==> src/bao_pkg.sv <==
package bao_pkg;

  // ==========================================================================
  // Register bus map (byte addresses, one word per register).
  localparam logic [7:0] ADDR_CMD = 8'h00;
  localparam logic [7:0] ADDR_OPND = 8'h04;
  localparam logic [7:0] ADDR_ACC = 8'h08;
  localparam logic [7:0] ADDR_STATUS = 8'h0C;
  localparam logic [7:0] ADDR_DIR6 = 8'h10;
  localparam logic [7:0] ADDR_DIR7 = 8'h14;
  localparam logic [7:0] ADDR_FILE = 8'h80;

  // ==========================================================================
  // Command register fields.
  localparam int CMD_OP_LSB = 0;
  localparam int CMD_DEST_BIT = 4;
  localparam int CMD_ADDR_LSB = 8;

  // ==========================================================================
  // Status register bit positions and reset values.
  localparam int STAT_C = 0;
  localparam int STAT_DIGIT = 1;
  localparam int STAT_Z = 2;
  localparam logic [7:0] RESET_BYTE = 8'h00;
  localparam logic [7:0] DIR_RESET = 8'hFF;
  localparam logic [2:0] DIR_SEL_LO = 3'h6;
  localparam logic [2:0] DIR_SEL_HI = 3'h7;
  localparam int FILE_DEPTH = 32;

  // ==========================================================================
  // Operation codes.
  typedef enum logic [2:0] {
    OP_NONE = 3'b000,
    OP_SUBTRACT_ACC_FROM_FILE = 3'b001,
    OP_ROTATE_RIGHT_THROUGH_CARRY = 3'b010,
    OP_NIBBLE_EXCHANGE = 3'b011,
    OP_LOAD_PIN_DIRECTION = 3'b100,
    OP_XOR_ACC_WITH_FILE = 3'b101,
    OP_XOR_ACC_WITH_LITERAL = 3'b110
  } bao_op_e;

endpackage

==> src/bao_alu.sv <==
`timescale 1ns/1ps
module bao_alu (
  // Clock and reset.
  input wire logic clk_i,
  input wire logic rst_i,
  // Classic Wishbone slave.
  input wire logic cyc_i,
  input wire logic stb_i,
  input wire logic we_i,
  input wire logic [7:0] adr_i,
  input wire logic [3:0] sel_i,
  input wire logic [31:0] dat_i,
  output logic [31:0] dat_o,
  output logic ack_o,
  // Pin direction outputs.
  output logic [7:0] dir6_o,
  output logic [7:0] dir7_o
);

  // ==========================================================================
  // State.
  logic [7:0] acc;
  logic [7:0] operand;
  logic carry_flag;
  logic digit_carry_flag;
  logic zero_flag;
  logic [7:0] file_mem [bao_pkg::FILE_DEPTH];
  logic [31:0] rdata;

  // ==========================================================================
  // Bus decode.
  // Every access is acknowledged in the cycle after the strobe; masking the
  // request with ack keeps a held strobe from being taken twice.
  wire req = cyc_i & stb_i & ~ack_o;
  wire wr = req & we_i & sel_i[0];
  wire wr_cmd = wr & (adr_i == bao_pkg::ADDR_CMD);
  wire wr_opnd = wr & (adr_i == bao_pkg::ADDR_OPND);
  wire wr_acc = wr & (adr_i == bao_pkg::ADDR_ACC);
  wire wr_stat = wr & (adr_i == bao_pkg::ADDR_STATUS);
  wire in_file = adr_i[7] == 1'b1;
  wire [4:0] widx = adr_i[6:2];
  wire wr_file = wr & in_file;

  // ==========================================================================
  // Command fields: op, destination bit, file address.
  wire [2:0] op = dat_i[bao_pkg::CMD_OP_LSB +: 3];
  wire dest = dat_i[bao_pkg::CMD_DEST_BIT];
  wire [4:0] faddr = dat_i[bao_pkg::CMD_ADDR_LSB +: 5];
  wire [7:0] fval = file_mem[faddr];

  // Direction select compares the whole file address, so addresses that
  // only alias 6 or 7 in their low bits load nothing.
  function automatic logic dir_hit(input logic [4:0] a,
    input logic [2:0] sel);
    return a == {2'b00, sel};
  endfunction

  // ==========================================================================
  // Arithmetic and logic results.
  // Subtract as file plus inverted accumulator plus one, so carry out is
  // the inverse of borrow without a separate compare.
  wire [8:0] diff = {1'b0, fval} + {1'b0, ~acc} + 9'h001;
  wire [4:0] ldiff = {1'b0, fval[3:0]} + {1'b0, ~acc[3:0]} + 5'h01;
  wire [7:0] rot = {carry_flag, fval[7:1]};
  wire [7:0] swp = {fval[3:0], fval[7:4]};
  wire [7:0] xf = acc ^ fval;
  wire [7:0] xl = acc ^ operand;

  // ==========================================================================
  // Result selection and flag update enables.
  logic [7:0] res;
  logic is_file_op;
  logic op_known;
  logic upd_c;
  logic upd_dcz;
  logic upd_z;
  logic next_c;
  always_comb
  begin
    res = 8'h00;
    is_file_op = 1'b1;
    op_known = 1'b1;
    upd_c = 1'b0;
    upd_dcz = 1'b0;
    upd_z = 1'b0;
    next_c = carry_flag;
    case (bao_pkg::bao_op_e'(op))
      bao_pkg::OP_SUBTRACT_ACC_FROM_FILE:
      begin
        res = diff[7:0];
        upd_c = 1'b1;
        upd_dcz = 1'b1;
        next_c = diff[8];
      end
      bao_pkg::OP_ROTATE_RIGHT_THROUGH_CARRY:
      begin
        res = rot;
        upd_c = 1'b1;
        next_c = fval[0];
      end
      bao_pkg::OP_NIBBLE_EXCHANGE: res = swp;
      bao_pkg::OP_XOR_ACC_WITH_FILE:
      begin
        res = xf;
        upd_z = 1'b1;
      end
      bao_pkg::OP_XOR_ACC_WITH_LITERAL:
      begin
        res = xl;
        upd_z = 1'b1;
        is_file_op = 1'b0;
      end
      default:
      begin
        is_file_op = 1'b0;
        op_known = 1'b0;
      end
    endcase
  end

  // Only the five result-producing codes touch the accumulator, files or
  // flags; codes 0 and 7 and the direction load fall through untouched.
  wire load_dir = wr_cmd && (op == bao_pkg::OP_LOAD_PIN_DIRECTION);
  wire alu_op = wr_cmd && op_known;
  wire hit6 = load_dir && dir_hit(faddr, bao_pkg::DIR_SEL_LO);
  wire hit7 = load_dir && dir_hit(faddr, bao_pkg::DIR_SEL_HI);
  wire to_file = alu_op && is_file_op && dest;
  wire to_acc = alu_op && !(is_file_op && dest);

  // ==========================================================================
  // Accumulator, operand and flags.
  always_ff @(posedge clk_i)
  begin
    if (rst_i)
    begin
      acc <= bao_pkg::RESET_BYTE;
      operand <= bao_pkg::RESET_BYTE;
      carry_flag <= 1'b0;
      digit_carry_flag <= 1'b0;
      zero_flag <= 1'b0;
    end
    else
    begin
      if (to_acc)
        acc <= res;
      else if (wr_acc)
        acc <= dat_i[7:0];
      if (wr_opnd)
        operand <= dat_i[7:0];
      if (alu_op && upd_c)
        carry_flag <= next_c;
      else if (wr_stat)
        carry_flag <= dat_i[bao_pkg::STAT_C];
      if (alu_op && upd_dcz)
        digit_carry_flag <= ldiff[4];
      else if (wr_stat)
        digit_carry_flag <= dat_i[bao_pkg::STAT_DIGIT];
      if (alu_op && (upd_dcz || upd_z))
        zero_flag <= (res == 8'h00);
      else if (wr_stat)
        zero_flag <= dat_i[bao_pkg::STAT_Z];
    end
  end

  // ==========================================================================
  // File register array; results land here only when the destination is set.
  // The array has no reset, so software must load a register before use.
  always_ff @(posedge clk_i)
  begin
    if (to_file)
      file_mem[faddr] <= res;
    else if (wr_file)
      file_mem[widx] <= dat_i[7:0];
  end

  // ==========================================================================
  // Pin direction registers, all inputs after reset; flags untouched.
  always_ff @(posedge clk_i)
  begin
    if (rst_i)
    begin
      dir6_o <= bao_pkg::DIR_RESET;
      dir7_o <= bao_pkg::DIR_RESET;
    end
    else if (hit6)
      dir6_o <= acc;
    else if (hit7)
      dir7_o <= acc;
  end

  // ==========================================================================
  // Read mux; unmapped addresses read zero.
  always_comb
  begin
    rdata = 32'h00000000;
    if (in_file)
      rdata = {24'h000000, file_mem[widx]};
    else
      case (adr_i)
        bao_pkg::ADDR_OPND: rdata = {24'h000000, operand};
        bao_pkg::ADDR_ACC: rdata = {24'h000000, acc};
        bao_pkg::ADDR_STATUS:
          rdata = {29'h00000000, zero_flag, digit_carry_flag, carry_flag};
        bao_pkg::ADDR_DIR6: rdata = {24'h000000, dir6_o};
        bao_pkg::ADDR_DIR7: rdata = {24'h000000, dir7_o};
        default: rdata = 32'h00000000;
      endcase
  end

  // ==========================================================================
  // Acknowledge and registered read data.
  // Read data is registered beside ack, so it stands in the ack cycle.
  always_ff @(posedge clk_i)
  begin
    if (rst_i)
    begin
      ack_o <= 1'b0;
      dat_o <= 32'h00000000;
    end
    else
    begin
      ack_o <= req;
      dat_o <= rdata;
    end
  end

endmodule

==> config.mk <==
export PLATFORM = sky130hd
export DESIGN_NAME = bao_alu
export DESIGN_NICKNAME = d
export VERILOG_FILES = /design/src/bao_pkg.sv /design/src/bao_alu.sv
export SDC_FILE = /design/constraint.sdc
export NUM_CORES = 1
export LEC_CHECK = 0
export ABC_CLOCK_PERIOD_IN_PS = 13050
export BUFFER_PORTS_ARGS = -buffer_cell sky130_fd_sc_hd__buf_2
export CAP_MARGIN = 20
export CORE_MARGIN = 3
export CORE_UTILIZATION = 50
export CTS_CLUSTER_DIAMETER = 120
export CTS_CLUSTER_SIZE = 10
export DETAILED_ROUTE_END_ITERATION = 8
export HOLD_SLACK_MARGIN = 0.12
export MAX_ROUTING_LAYER = met4
export PLACE_DENSITY = 0.79
export SYNTH_ARGS = -nofsm -noshare
export SYNTH_HDL_FRONTEND = slang
export SYNTH_SLANG_ARGS = --single-unit
==> constraint.sdc <==
create_clock -name clk_i -period 13.05 [get_ports clk_i]
set_input_delay 0.6525 -clock clk_i [delete_from_list [all_inputs] [get_ports clk_i]]
set_output_delay 0.6525 -clock clk_i [all_outputs]
set_load 0.01 [all_outputs]
# ---- Word-level counts from Yosys, hierarchy flattened
# Memories as Yosys holds them, arrays and structs flattened.
# Index checks and enable logic that the tools add are counted.
dict set report totals {
  regBits 68
  word_cells 96
  ram_bits 256
  out_inout_bits 49
  n_memories 1
  inputBits 49
}
# memory depth word_bits read_ports rd_clocked_by_memory_dff write_ports line_no
set mem_list {}
lappend mem_list {file_mem 32 8 2 0 1 bao_alu.sv:27} ;# logic [7:0] file_mem [bao_pkg::FILE_DEPTH];
dict set report op_classes {
  mux 25
  bitwise_logic 15
  n_addsub 4
  eq_ne 14
  reduce_logical 27
}
# op n
set op_table {}
lappend op_table {{8-bit one-hot mux with 5 select lines} 2}
lappend op_table {{8-bit two-way mux} 4}
lappend op_table {{1-bit two-way mux} 17}
lappend op_table {{8-bit by 4-bit equality test with 1-bit output, second input constant} 2}
lappend op_table {{8-bit by 5-bit equality test with 1-bit output, second input constant} 2}
lappend op_table {{8-bit zero test} 2}
lappend op_table {{8-bit XOR} 2}
lappend op_table {{1-bit logical AND} 11}
lappend op_table {{5-bit by 3-bit equality test with 1-bit output, second input constant} 2}
lappend op_table {{8-bit by 8-bit adder with 9-bit output} 1}
lappend op_table {{9-bit by 1-bit adder with 9-bit output, second input constant} 1}
lappend op_table {{1-bit bitwise AND} 9}
lappend op_table {{3-bit equality test, second input constant} 3}
lappend op_table {{8-bit by 3-bit equality test with 1-bit output, second input constant} 1}
lappend op_table {{8-bit NOT} 1}
lappend op_table {{2-bit nonzero test} 4}
lappend op_table {{8-bit OR reduction} 1}
lappend op_table {{3-bit by 2-bit equality test with 1-bit output, second input constant} 2}
lappend op_table {{2-bit OR reduction} 3}
lappend op_table {{4-bit by 4-bit adder with 5-bit output} 1}
lappend op_table {{5-bit by 1-bit adder with 5-bit output, second input constant} 1}
lappend op_table {{5-bit two-way mux} 1}
lappend op_table {{5-bit OR reduction} 1}
lappend op_table {{4-bit NOT} 1}
lappend op_table {{8 further kinds} 10}

# ---- Depth between registers and ports, before layout
# Gate-level depths: netlist of run 1.
dict set report logic_depth {
  ltp_word 12
  mapped_depth 19
}

# ---- Worst setup path after synthesis of run 1
# OpenSTA, ideal clock, no wires.
dict set report synth_path {
  path_type {input to register}
  from {input dat_i[8]}
  to {memory file_mem[0][4], data pin}
  cell_stages 16
  path_slack_ns 8.177
  arrival_time_ns 4.496
  required_ns 12.673
  cell_sequence {buf_6 buf_4 mux4_2 or2_2 a221oi_1 a31o_2 ha_1 inv_1 fa_1 a21o_1 a21oi_1 nor2_1 nor2_1 a221oi_1 o221a_2 a21oi_1}
}
dict set report synth_between {
  elab_chain_cells 5
  elab_cells_between_ends 6
}
# element line_no
set synth_lines {}
lappend synth_lines {{start: declaration} bao_alu.sv:12} ;# input wire logic [31:0] dat_i,
lappend synth_lines {{memory 32 x 8 bit (*)} n/a}
lappend synth_lines {{8-bit by 8-bit adder with 9-bit output} bao_alu.sv:62} ;# wire [8:0] diff = {1'b0, fval} + {1'b0, ~acc} + 9'h001;
lappend synth_lines {{9-bit by 1-bit adder with 9-bit output} bao_alu.sv:62}
lappend synth_lines {{8-bit one-hot mux with 5 select lines (*)} bao_alu.sv:87} ;# case (bao_pkg::bao_op_e'(op))
lappend synth_lines {{8-bit two-way mux (no source line) (*)} n/a}
lappend synth_lines {{end: declaration} bao_alu.sv:27}
# Mark *: on every way between the ends. The rest lies on a longest branch, timed or not.

# ---- Worst setup path after layout of run 1
dict set report layout_path {
  from {input dat_i[8]}
  to {memory file_mem[25][6], data pin}
}
# The elaborated chain is that of the path after synthesis.

==> results.md, run 1 <==
* Hold slack at around 0.42 ns
* CP max-delay cell: buf_4
* Largest net degree at the start of global routing at 61
* ANT cells at 0
* Reg2reg end: file_mem[25][6]$_DFFE_PP_
* RR Startpoint: file_mem[23][0]$_DFFE_PP_
* Clock Tree Buf Depth at 3
* Pwr dens at between 100 and 150 mW/mm2
* CP Capture Type: flop
* Pre-CTS worst setup slack at around 6.4 ns
* Final Worst Setup Slack at 6.862 ns
* Status: finished clean
* CP Buf/Inv Count at 3
* Synthesized area at 0.01525 mm2
* Via density at between 6 and 7
* Primary FF master, synth: edfxtp_1
* Post-synth EDFFs at between 200 and 300
* Clock network power share at between 30% and 40%
* RSZ-0062 raised after global routing: false
* Clock root buffer: clkbuf_16
* GR Overflow Total at 0
* Min cycle time layout at slightly above 6 ns
* Sw frac at 23.96%
* Initial antenna violation count at 0
* Critical Path AT at roughly 6.3 ns
* Core ar. at 0.02987 mm2
* Async SR Flop Fraction at 0%
* CTS tree: built
* Routed len/inst at 28.45 um
* Final nets at roughly 1,100
* Initial DRC Count at roughly 1,500
* Final non-filler cell total at 1,452
* # hold bufs at CTS at 0
* Routed WL at roughly 41 mm
* Antenna Nets Post-Route at 0
* DPL Wire Length at approximately 27 mm
* Worst Path Max Fanout at 45
* Maxcap violations at 0
* WHS Path Cells at 3
* RePlAce Congestion at around 0.97
* Vias in the first global route at between 9,000 and 10,000
* Pint at about 0.0016 W
* Critical path type: primary input to flop
* Post-CTS Setup Bufs at 0
* Crit path largest cell delay at between 0.7 and 0.8 ns
* DRC at 0
* Dpl cells at around 1,400
* Die Y at 180.6 um
* Syn-to-layout area delta at 9.077%
* Yosys warnings at 0
* Via count at around 9,900
* Worst-Skew Late Latency at about 0.52 ns
* Fmax at about 0.16 GHz
* Die ar. at around 0.033 mm2
* Req. time, crit path at ~13 ns
* Share of layout cells above drive strength 1 at about 25%
* Hold Crit Start: dat_i[3]
* Num CTS Buffers at 35
* Reg2Reg Depth at 14
* Sequential fraction of the synthesis area at between 50% and 60%
* WHS Endpoint: operand[3]$_SDFFE_PP0P_
* Commonest non-fill, non-tap cell in the layout: edfxtp_1
* Synth top area share at roughly half
* Period utilization at between 40% and 50%
* Global-route wire length before repair at 62.09 mm
* H-tree Lvls at 2
* Cell count after synthesis at ~1,000
* Setup TNS Final at 0 ns
* Combinational Power Share at a little over a tenth
* Cell mode on critical path: buf_4
* Share of power burned in registers at about half
* Post_cts resized at 0
* Psw at a little over 0.0005 W
* Critical Path, Cell by Cell: buf_4, buf_4, mux4_2, or2_2, a221oi_1, a31o_2, ha_1, inv_1, fa_1, a21o_1, a21oi_1, nor2_1, mux2i_1, a211oi_1, nand4_1, mux2_2
* R2R Setup Slk at 8.15 ns
* Crit path max-delay family: compound AO/OA/AOI/OAI gates
* Average footprint of a synthesized cell at 14.87 um2
* I/O Pins at a little under 100
* Yosys top cell by area: edfxtp_1
* Fin. max-slew vios at 0
* Worst Skew at about 0.020 ns
* Clk sink count at 300
* Starting Density at 51.03%
* Maximum VDD drop at between 100 and 150 uV
* GRT Util Overall at between 20% and 30%
* Clock transition at path regs at 0.06 ns
* Core Rows at 63
* I/O Buffers at 51
* Final Hold Viols at 0
* Largest cells by area after synthesis: edfxtp_1 50%, mux4_2 18%, dfxtp_1 5.8%
* Most frequent cells in the layout: 256 x edfxtp_1, 123 x mux4_2, 88 x nor2_1, 49 x nand2_1, 48 x buf_2
* CP Launch Type: primary input
* Relative slew slack at between 20 and 30%
* Leak pwr at 5.380 nW
* Register bit count reported by yosys at 300
* Total power at around 0.0021 W
* Endpoints failing setup at 0
* Hold WC Path Type: primary input to flop
* Die X-Extent at 180.6 um
* Worst-Margin Slew at ~1.1 ns
* Pre-antenna DRT Iters at 6
* Distinct cells, synth at between 70 and 80
-- sequential cells by signal, summed over array words and instances (netlist names) --
register,flops
dir7_o,8
carry_flag,1
acc,8
digit_carry_flag,1
zero_flag,1
dir6_o,8
operand,8
file_mem,256
ack_o,1
dat_o,8
-- metrics by stage --
step / instance area [um2] / utilization (%)
after detailed placement: 15680 / 52.50
after floorplan: 15330 / -
final: 16630 / 55.66
after global routing: 16630 / 55.66
after CTS: 16620 / 55.64
after global placement: 15670 / 52.45
-- power groups by stage --
stage          combinational (W)  clock [W]  sequential, W
5_1_grt                 0.000240   0.000895        0.00106
3_5_place_dp            0.000221          0        0.00108
3_3_place_gp            0.000216          0        0.00108
2_1_floorplan           0.000153          0        0.00109
4_1_cts                 0.000223   0.000863        0.00106
6_report                0.000227   0.000855        0.00106
-- worst register-to-register path, delay by kind of cell (launching register included) --
family / cells / cell delay, ns
muxes: 4 / 1.49
DFF: 1 / 0.41
adders and majority gates: 2 / 0.62
and+or+nand+nor: 2 / 0.32
buffers and inverters: 1 / 0.05
AOI/OAI and AO/OA: 5 / 1.62
-- worst max path at each step --
stage / cells past startpoint / startpoint / slack (ns) / endpoint
after global routing: 16 / dat_i[8] / 6.59 / file_mem[20][6]$_DFFE_PP_
final: 16 / dat_i[8] / 6.86 / file_mem[25][6]$_DFFE_PP_
after CTS: 16 / dat_i[8] / 6.90 / file_mem[29][6]$_DFFE_PP_
after floorplan: 16 / dat_i[8] / 8.18 / file_mem[0][4]$_DFFE_PP_
after global placement: 16 / dat_i[8] / 6.48 / file_mem[24][6]$_DFFE_PP_
after detailed placement: 16 / dat_i[8] / 6.37 / file_mem[29][6]$_DFFE_PP_
-- metal layers --
metal	part of all wire (%)	up-vias	global-route usage [%]
li1	-	4106	-
met1	38	5045	35.16
met2	46	682	38.37
met3	12	112	6.480
met4	3.9	0	8.566
met5	0	-	-
-- area by class of cell --
type | count | area, um2
Fill cell | 2282 | 13250
Sequential cell | 300 | 8568
Multi-Input combinational cell | 637 | 6203
Clock buffer | 44 | 909.6
Tap cell | 390 | 488.0
Timing Repair Buffer | 66 | 382.9
Inverter | 13 | 48.80
Clock inverter | 2 | 28.78
-- cell usage after synthesis (3+ instances only) --
library cell    n
or3_1           4
buf_6           3
o211ai_1        3
nor2_1         88
a211o_1        16
nand2_1        49
and2_1          5
ha_1            9
mux2i_1        42
o21a_1          7
o221ai_1        3
a21oi_1        40
nand3_1        21
buf_1           9
xor2_1          3
o21ai_0        15
nor3_1          5
buf_4          29
mux4_2        123
dfxtp_1        44
clkbuf_1       41
edfxtp_1      256
and3_1          7
nor3b_1         3
or2_2           8
inv_1          13
nand2b_1        8
a22oi_1        25
nand4_1         3
xnor2_1        12
and3b_1         3
buf_2          15
nor2b_1        21
a221oi_1       16
mux2_2         17
a211oi_1        8
nand3b_1        3
a22o_1          5
-- cell families (layout without fill, tap and decap cells) --
group	Yosys count	count (layout)	share of synthesized area (%)
flops	300	300	56.20
mux	185	185	22.63
fa+ha+maj	10	10	0.8699
xor+xnor	15	15	0.8617
simple gates	237	237	7.518
other cells	1	24	0.02460
compound gates	166	166	8.076
buf+inv	111	125	3.824
Note: power is estimated with default switching activity, not from simulation.
==> run 2: changes to the inputs <==
--- a/config.mk
+++ b/config.mk
@@ -5,7 +5,7 @@
 export SDC_FILE = /design/constraint.sdc
 export NUM_CORES = 1
 export LEC_CHECK = 0
-export ABC_CLOCK_PERIOD_IN_PS = 13050
+export ABC_CLOCK_PERIOD_IN_PS = 6300
 export BUFFER_PORTS_ARGS = -buffer_cell sky130_fd_sc_hd__buf_2
 export CAP_MARGIN = 20
 export CORE_MARGIN = 3
==> constraint.sdc (replaced) <==
create_clock -name clk_i -period 6.3 [get_ports clk_i]
set_input_delay 0.315 -clock clk_i [delete_from_list [all_inputs] [get_ports clk_i]]
set_output_delay 0.315 -clock clk_i [all_outputs]
set_load 0.01 [all_outputs]
==> run 2 against run 1 <==
Compared with the run above: sequential share of layout area down 0.20 points; sequential power rose by 110%; count of clock-buffer cells in the layout is the same; critical endpoint is now file_mem[28][3]$_DFFE_PP_; clock power up 110%; critical path depth decreased by 1; combinational power is 110% higher; critical path type unchanged; cell area is 0.39% higher; sequential cell count is the same; global-route usage up 0.54 points; register-to-register slack worse by 6.7 ns; cell count is 0.62% higher; clock skew fell by 0.0081 ns.
==> results.md, run 2 (synthesis results as in run 1) <==
* Num CTS Buffers at 35 (unchanged)
* Pwr dens at 265.6 mW/mm2 (+110%)
* Routed len/inst at 28.77 um (+1.1%)
* Post-CTS Setup Bufs at 0 (unchanged)
* Final Worst Setup Slack at 1.230 ns (-5.632 ns)
* Routed WL at 42.03 mm (+1.7%)
* FILL cells at 2,270 (-0.53%)
* Critical Path, Cell by Cell: buf_4, buf_4, mux4_2, a22o_1, a211oi_1, a31oi_1, ha_1, nor2b_1, o21a_1, o21a_1, o32ai_1, a221o_1, a21oi_1, a21oi_2, buf_4
* Core ar. at 0.02987 mm2 (unchanged)
* Fmax at between 0.15 and 0.2 GHz
* CP Launch Type: primary input
* Pre-CTS worst setup slack at 0.7966 ns (-5.570 ns)
* Initial antenna violation count at 0 (unchanged)
* DRC at 0 (unchanged)
* Clock Tree Buf Depth at 3 (unchanged)
* DPL Wire Length at 28.49 mm (+4.0%)
* Hold WC Path Type: primary input to flop
* Commonest non-fill, non-tap cell in the layout: edfxtp_1
* Min cycle time layout at just over 5 ns
* Final nets at 1,120 (+0.72%)
* GR Overflow Total at 0 (unchanged)
* Vias in the first global route at 9,669 (-0.49%)
* CP Buf/Inv Count at 3 (unchanged)
* Setup TNS Final at 0 ns (unchanged)
* Die Y at 180.6 um (unchanged)
* Via count at 10,002 (+0.57%)
* CP max-delay cell: a21oi_2
* Worst-Skew Late Latency at 0.51 ns (about the same)
* Post_cts resized at 0 (unchanged)
* Req. time, crit path at 6.63 ns (-6.57 ns)
* GRT Util Overall at 26.31% (+0.54 points)
* # hold bufs at CTS at 4 (+4)
* Worst-Margin Slew at 1.107 ns (+0.01257 ns)
* Maximum VDD drop at 187.6 uV (+50%)
* Initial DRC Count at 1,308 (-15%)
* Core Rows at 63 (unchanged)
* Crit path max-delay family: compound AO/OA/AOI/OAI gates
* Fin. max-slew vios at 0 (unchanged)
* Most frequent cells in the layout: 256 x edfxtp_1, 123 x mux4_2, 88 x nor2_1, 49 x nand2_1, 48 x buf_2
* Worst Skew at 0.01164 ns (-0.008095 ns)
* Syn-to-layout area delta at 9.504%
* Crit path largest cell delay at 0.73 ns (-0.03 ns)
* Clock transition at path regs at 0.06 ns (about the same)
* RSZ-0062 raised after global routing: false
* CP Capture Type: flop
* Relative slew slack at 25.94% (-0.84 points)
* Largest net degree at the start of global routing at 49 (-20%)
* Largest register FFs at 256 (unchanged)
* Final Hold Viols at 0 (unchanged)
* I/O Pins at 98 (unchanged)
* Worst Path Max Fanout at 41 (-8.9%)
* Register Area at 0.008568 mm2 (unchanged)
* Period utilization at 80.48%
* RePlAce Congestion at 0.9847 (+1.3%)
* Multi-input gate area at 0.006203 mm2 (unchanged)
* Global-route wire length before repair at 62.90 mm (+1.3%)
* Antenna Nets Post-Route at 0 (unchanged)
* Critical path type: primary input to flop
* Maxcap violations at 0 (unchanged)
* Largest Register: file_mem
* Status: finished clean
* Endpoints failing setup at 0 (unchanged)
* CTS tree: built
* Clock root buffer: clkbuf_16
* Cell mode on critical path: buf_4
* Critical Path AT at 5.40 ns (-0.94 ns)
* Die X-Extent at 180.6 um (unchanged)
* Pre-antenna DRT Iters at 7 (+1)
* H-tree Lvls at 2 (unchanged)
* Leak pwr at 5.415 nW (+0.64%)
* Via density at 6.846 (about the same)
* I/O Buffers at 51 (unchanged)
* Clk sink count at 300 (unchanged)
* Starting Density at 51.03% (unchanged)
* Share of layout cells above drive strength 1 at 25.61% (+0.18 points)
* Die ar. at 0.03262 mm2 (unchanged)
-- run 2: routing by layer --
layer	vias to the layer above	global-route usage (%)	share of wire, %	wire length (um)
met5	-	-	0	0
met4	0	9.088	4.1	1714
met3	117	6.298	12	5215
met2	762	40.02	47	19710
met1	4995	35.16	37	15380
li1	4128	-	-	-
-- run 2: final cells by class --
| cell class | instances | share of cell area, % |
|---|---|---|
| clock inverter | 2 | 0.1724 |
| antenna | 1 | 0.01499 |
| clock buffer | 44 | 5.449 |
| timing repair buffer | 74 | 2.668 |
| sequential | 300 | 51.32 |
| tap | 390 | 2.923 |
| inverter | 13 | 0.2923 |
| multi-input combinational | 637 | 37.16 |
-- run 2: worst register-to-register path: cells and delay by family, from the launching register on --
family / cells / cell delay, ns
compound gates: 5 / 1.61
mux: 4 / 1.48
fa+ha+maj: 2 / 0.62
flops: 1 / 0.41
simple gates: 2 / 0.32
buf+inv: 1 / 0.05
-- run 2: worst paths after layout --
check	cells past startpoint	end	from	slack, ns
worst max-delay path	15	file_mem[28][3]$_DFFE_PP_	dat_i[8]	1.23
worst min-delay path	3	operand[4]$_SDFFE_PP0P_	dat_i[4]	0.13
worst max register to register	14	file_mem[28][6]$_DFFE_PP_	file_mem[21][0]$_DFFE_PP_	1.45
worst min register to register	2	operand[2]$_SDFFE_PP0P_	operand[2]$_SDFFE_PP0P_	0.49
-- run 2: stage by stage --
stage | instances | power (W) | util, % | hold slack (ns) | cell area (um2)
floorplan | 1048 | 0.002564 | - | 0.4605 | 15330
global placement | 1409 | 0.002694 | 52.57 | 0.4696 | 15710
detailed placement | 1409 | 0.002703 | 52.57 | 0.4777 | 15710
CTS | 1459 | 0.004434 | 55.85 | 0.1233 | 16680
global route | 1460 | 0.004560 | 55.87 | 0.1413 | 16690
finish | 1461 | 0.004434 | 55.88 | 0.1339 | 16690
-- run 2: power by group --
group          switching, W  internal, W
sequential       0.00000141      0.00220
clock              0.000748      0.00101
combinational      0.000303     0.000171
total               0.00105      0.00338
==> run 3: changes to the inputs <==
--- a/config.mk
+++ b/config.mk
@@ -5,7 +5,7 @@
 export SDC_FILE = /design/constraint.sdc
 export NUM_CORES = 1
 export LEC_CHECK = 0
-export ABC_CLOCK_PERIOD_IN_PS = 6300
+export ABC_CLOCK_PERIOD_IN_PS = 4900
 export BUFFER_PORTS_ARGS = -buffer_cell sky130_fd_sc_hd__buf_2
 export CAP_MARGIN = 20
 export CORE_MARGIN = 3
==> constraint.sdc (replaced) <==
create_clock -name clk_i -period 4.9 [get_ports clk_i]
set_input_delay 0.245 -clock clk_i [delete_from_list [all_inputs] [get_ports clk_i]]
set_output_delay 0.245 -clock clk_i [all_outputs]
set_load 0.01 [all_outputs]
==> run 3 against run 2 <==
Compared with the run above: worst setup slack lost 0.53 ns; total power grew 30%; combinational power grew 38%; critical path depth grew 1; via count grew 2.7%.
==> results.md, run 3 (synthesis results as in run 1) <==
* Status: finished clean
* GR Overflow Total at 0 (unchanged)
* Die X-Extent at 180.6 um (unchanged)
* Clock transition at path regs at 0.06 ns (about the same)
* Pre-antenna DRT Iters at 7 (unchanged)
* Most frequent cells in the layout: 256 x edfxtp_1, 123 x mux4_2, 88 x nor2_1, 78 x buf_4, 49 x nand2_1
* Post_cts resized at 0 (unchanged)
* Crit path largest cell delay at 0.48 ns (-0.25 ns)
* DPL Wire Length at 29.46 mm (+3.4%)
* Fmax at around 0.24 GHz
* Hold WC Path Type: primary input to flop
* CTS tree: built
* Post-CTS Setup Bufs at 0 (unchanged)
* Fin. max-slew vios at 0 (unchanged)
* Clock Tree Buf Depth at 3 (unchanged)
* Antenna Nets Post-Route at 0 (unchanged)
* Period utilization at ~86%
* Vias in the first global route at 10,137 (+4.8%)
* FILL cells at 2,230 (-1.8%)
* Total power at 0.005770 W (+30%)
* Critical Path AT at 4.44 ns (-0.96 ns)
* Largest Register: file_mem
* I/O Buffers at 51 (unchanged)
* Core Rows at 63 (unchanged)
* Maximum VDD drop at 225.1 uV (+20%)
* GRT Util Overall at 26.96% (+0.65 points)
* RSZ-0062 raised after global routing: false
* # hold bufs at CTS at 7 (+3)
* Die ar. at 0.03262 mm2 (unchanged)
* Core ar. at 0.02987 mm2 (unchanged)
* Setup TNS Final at 0 ns (unchanged)
* Min cycle time layout at roughly 4.2 ns
* Worst Skew at 0.01406 ns (+0.002420 ns)
* Via count at 10,273 (+2.7%)
* Clk sink count at 300 (unchanged)
* Relative slew slack at 37.18% (+11 points)
* Leak pwr at 5.777 nW (+6.7%)
* Routed WL at 43.14 mm (+2.6%)
* Routed len/inst at 28.25 um (-1.8%)
* Maxcap violations at 0 (unchanged)
* Largest net degree at the start of global routing at 50 (+2.0%)
* Commonest non-fill, non-tap cell in the layout: edfxtp_1
* Worst-Margin Slew at 0.9161 ns (-0.1907 ns)
* Via density at 6.728 (-1.7%)
* Worst-Skew Late Latency at 0.51 ns (about the same)
* Initial antenna violation count at 0 (unchanged)
* Die Y at 180.6 um (unchanged)
* Share of layout cells above drive strength 1 at 29.58% (+4.0 points)
* Endpoints failing setup at 0 (unchanged)
* Final Hold Viols at 0 (unchanged)
* Critical Path, Cell by Cell: mux4_2, or2_2, a221oi_1, buf_4, a31o_2, ha_1, inv_1, fa_1, a21o_1, a21oi_1, nor2_1, mux2i_1, a211oi_1, nand4_1, mux2_2, buf_12
* CP Launch Type: flop
* CP Capture Type: flop
* Num CTS Buffers at 35 (unchanged)
* H-tree Lvls at 2 (unchanged)
* Starting Density at 51.03% (unchanged)
* Initial DRC Count at 1,523 (+16%)
* Critical path type: flop to flop
* Largest register FFs at 256 (unchanged)
* DRC at 0 (unchanged)
* Post-layout util at 57.81% (+1.9 points)
* Final nets at 1,184 (+5.7%)
* Syn-to-layout area delta at 13.28%
* Clock root buffer: clkbuf_16
* CP max-delay cell: mux4_2
* Req. time, crit path at 5.14 ns (-1.49 ns)
* Global-route wire length before repair at 64.29 mm (+2.2%)
* Worst Path Max Fanout at 32 (-22%)
* I/O Pins at 98 (unchanged)
* Pwr dens at 334.1 mW/mm2 (+26%)
* RePlAce Congestion at 0.9449 (-4.0%)
-- run 3: cell types whose count changed in the layout (fill, tap and decap cells not counted), sizes merged --
cell         change
buf             +61
clkbuf           +2
inv              -1
dlygate4sd3      +3
clkinv           +1
-- run 3: final timing paths --
check                            start                         to  slack (ns)  depth (start not counted)
max          file_mem[26][0]$_DFFE_PP_  file_mem[25][6]$_DFFE_PP_        0.70                         16
min                           dat_i[2]    operand[2]$_SDFFE_PP0P_        0.15                          3
max reg2reg  file_mem[26][0]$_DFFE_PP_  file_mem[25][6]$_DFFE_PP_        0.70                         16
min reg2reg    operand[3]$_SDFFE_PP0P_    operand[3]$_SDFFE_PP0P_        0.49                          2
-- run 3: routing by layer --
metal	global-route usage [%]	part of all wire, %	up-vias
li1	-	-	4256
met1	35.11	37	5088
met2	41.54	47	782
met3	6.863	12	147
met4	9.671	4.4	0
met5	-	0	-
-- run 3: where the power goes --
part	internal, W	switching [W]
combinational	0.000255	0.000399
sequential	0.00283	0.00000184
clock	0.00133	0.000955
total	0.00441	0.00136
-- run 3: stage by stage --
step / hold slack (ns) / instances / cell area, um2 / worst slack (ns)
after global placement: 0.4756 / 1471 / 16230 / 0.4429
after floorplan: 0.3925 / 1048 / 15330 / 0.4349
final: 0.1549 / 1527 / 17270 / 0.7007
after detailed placement: 0.4803 / 1471 / 16230 / 0.4043
after global routing: 0.1411 / 1526 / 17270 / 0.5351
after CTS: 0.1265 / 1526 / 17270 / 0.7151
-- run 3: area by class of cell --
type | count | area (um2) | area share (%)
clock inverter | 2 | 25.02 | 0.1449
tap | 390 | 488.0 | 2.825
antenna | 1 | 2.502 | 0.01449
multi-input combinational | 637 | 6203 | 35.92
clock buffer | 46 | 938.4 | 5.434
timing repair buffer | 138 | 996.0 | 5.767
sequential | 300 | 8568 | 49.61
inverter | 13 | 48.80 | 0.2825
-- run 3: critical path: cells and delay by family, from the launching register on --
family | cells | cell delay (ns)
flops | 1 | 0.39
simple gates | 3 | 0.54
fa+ha+maj | 2 | 0.57
compound gates | 5 | 1.07
buf+inv | 3 | 0.41
mux | 3 | 0.94
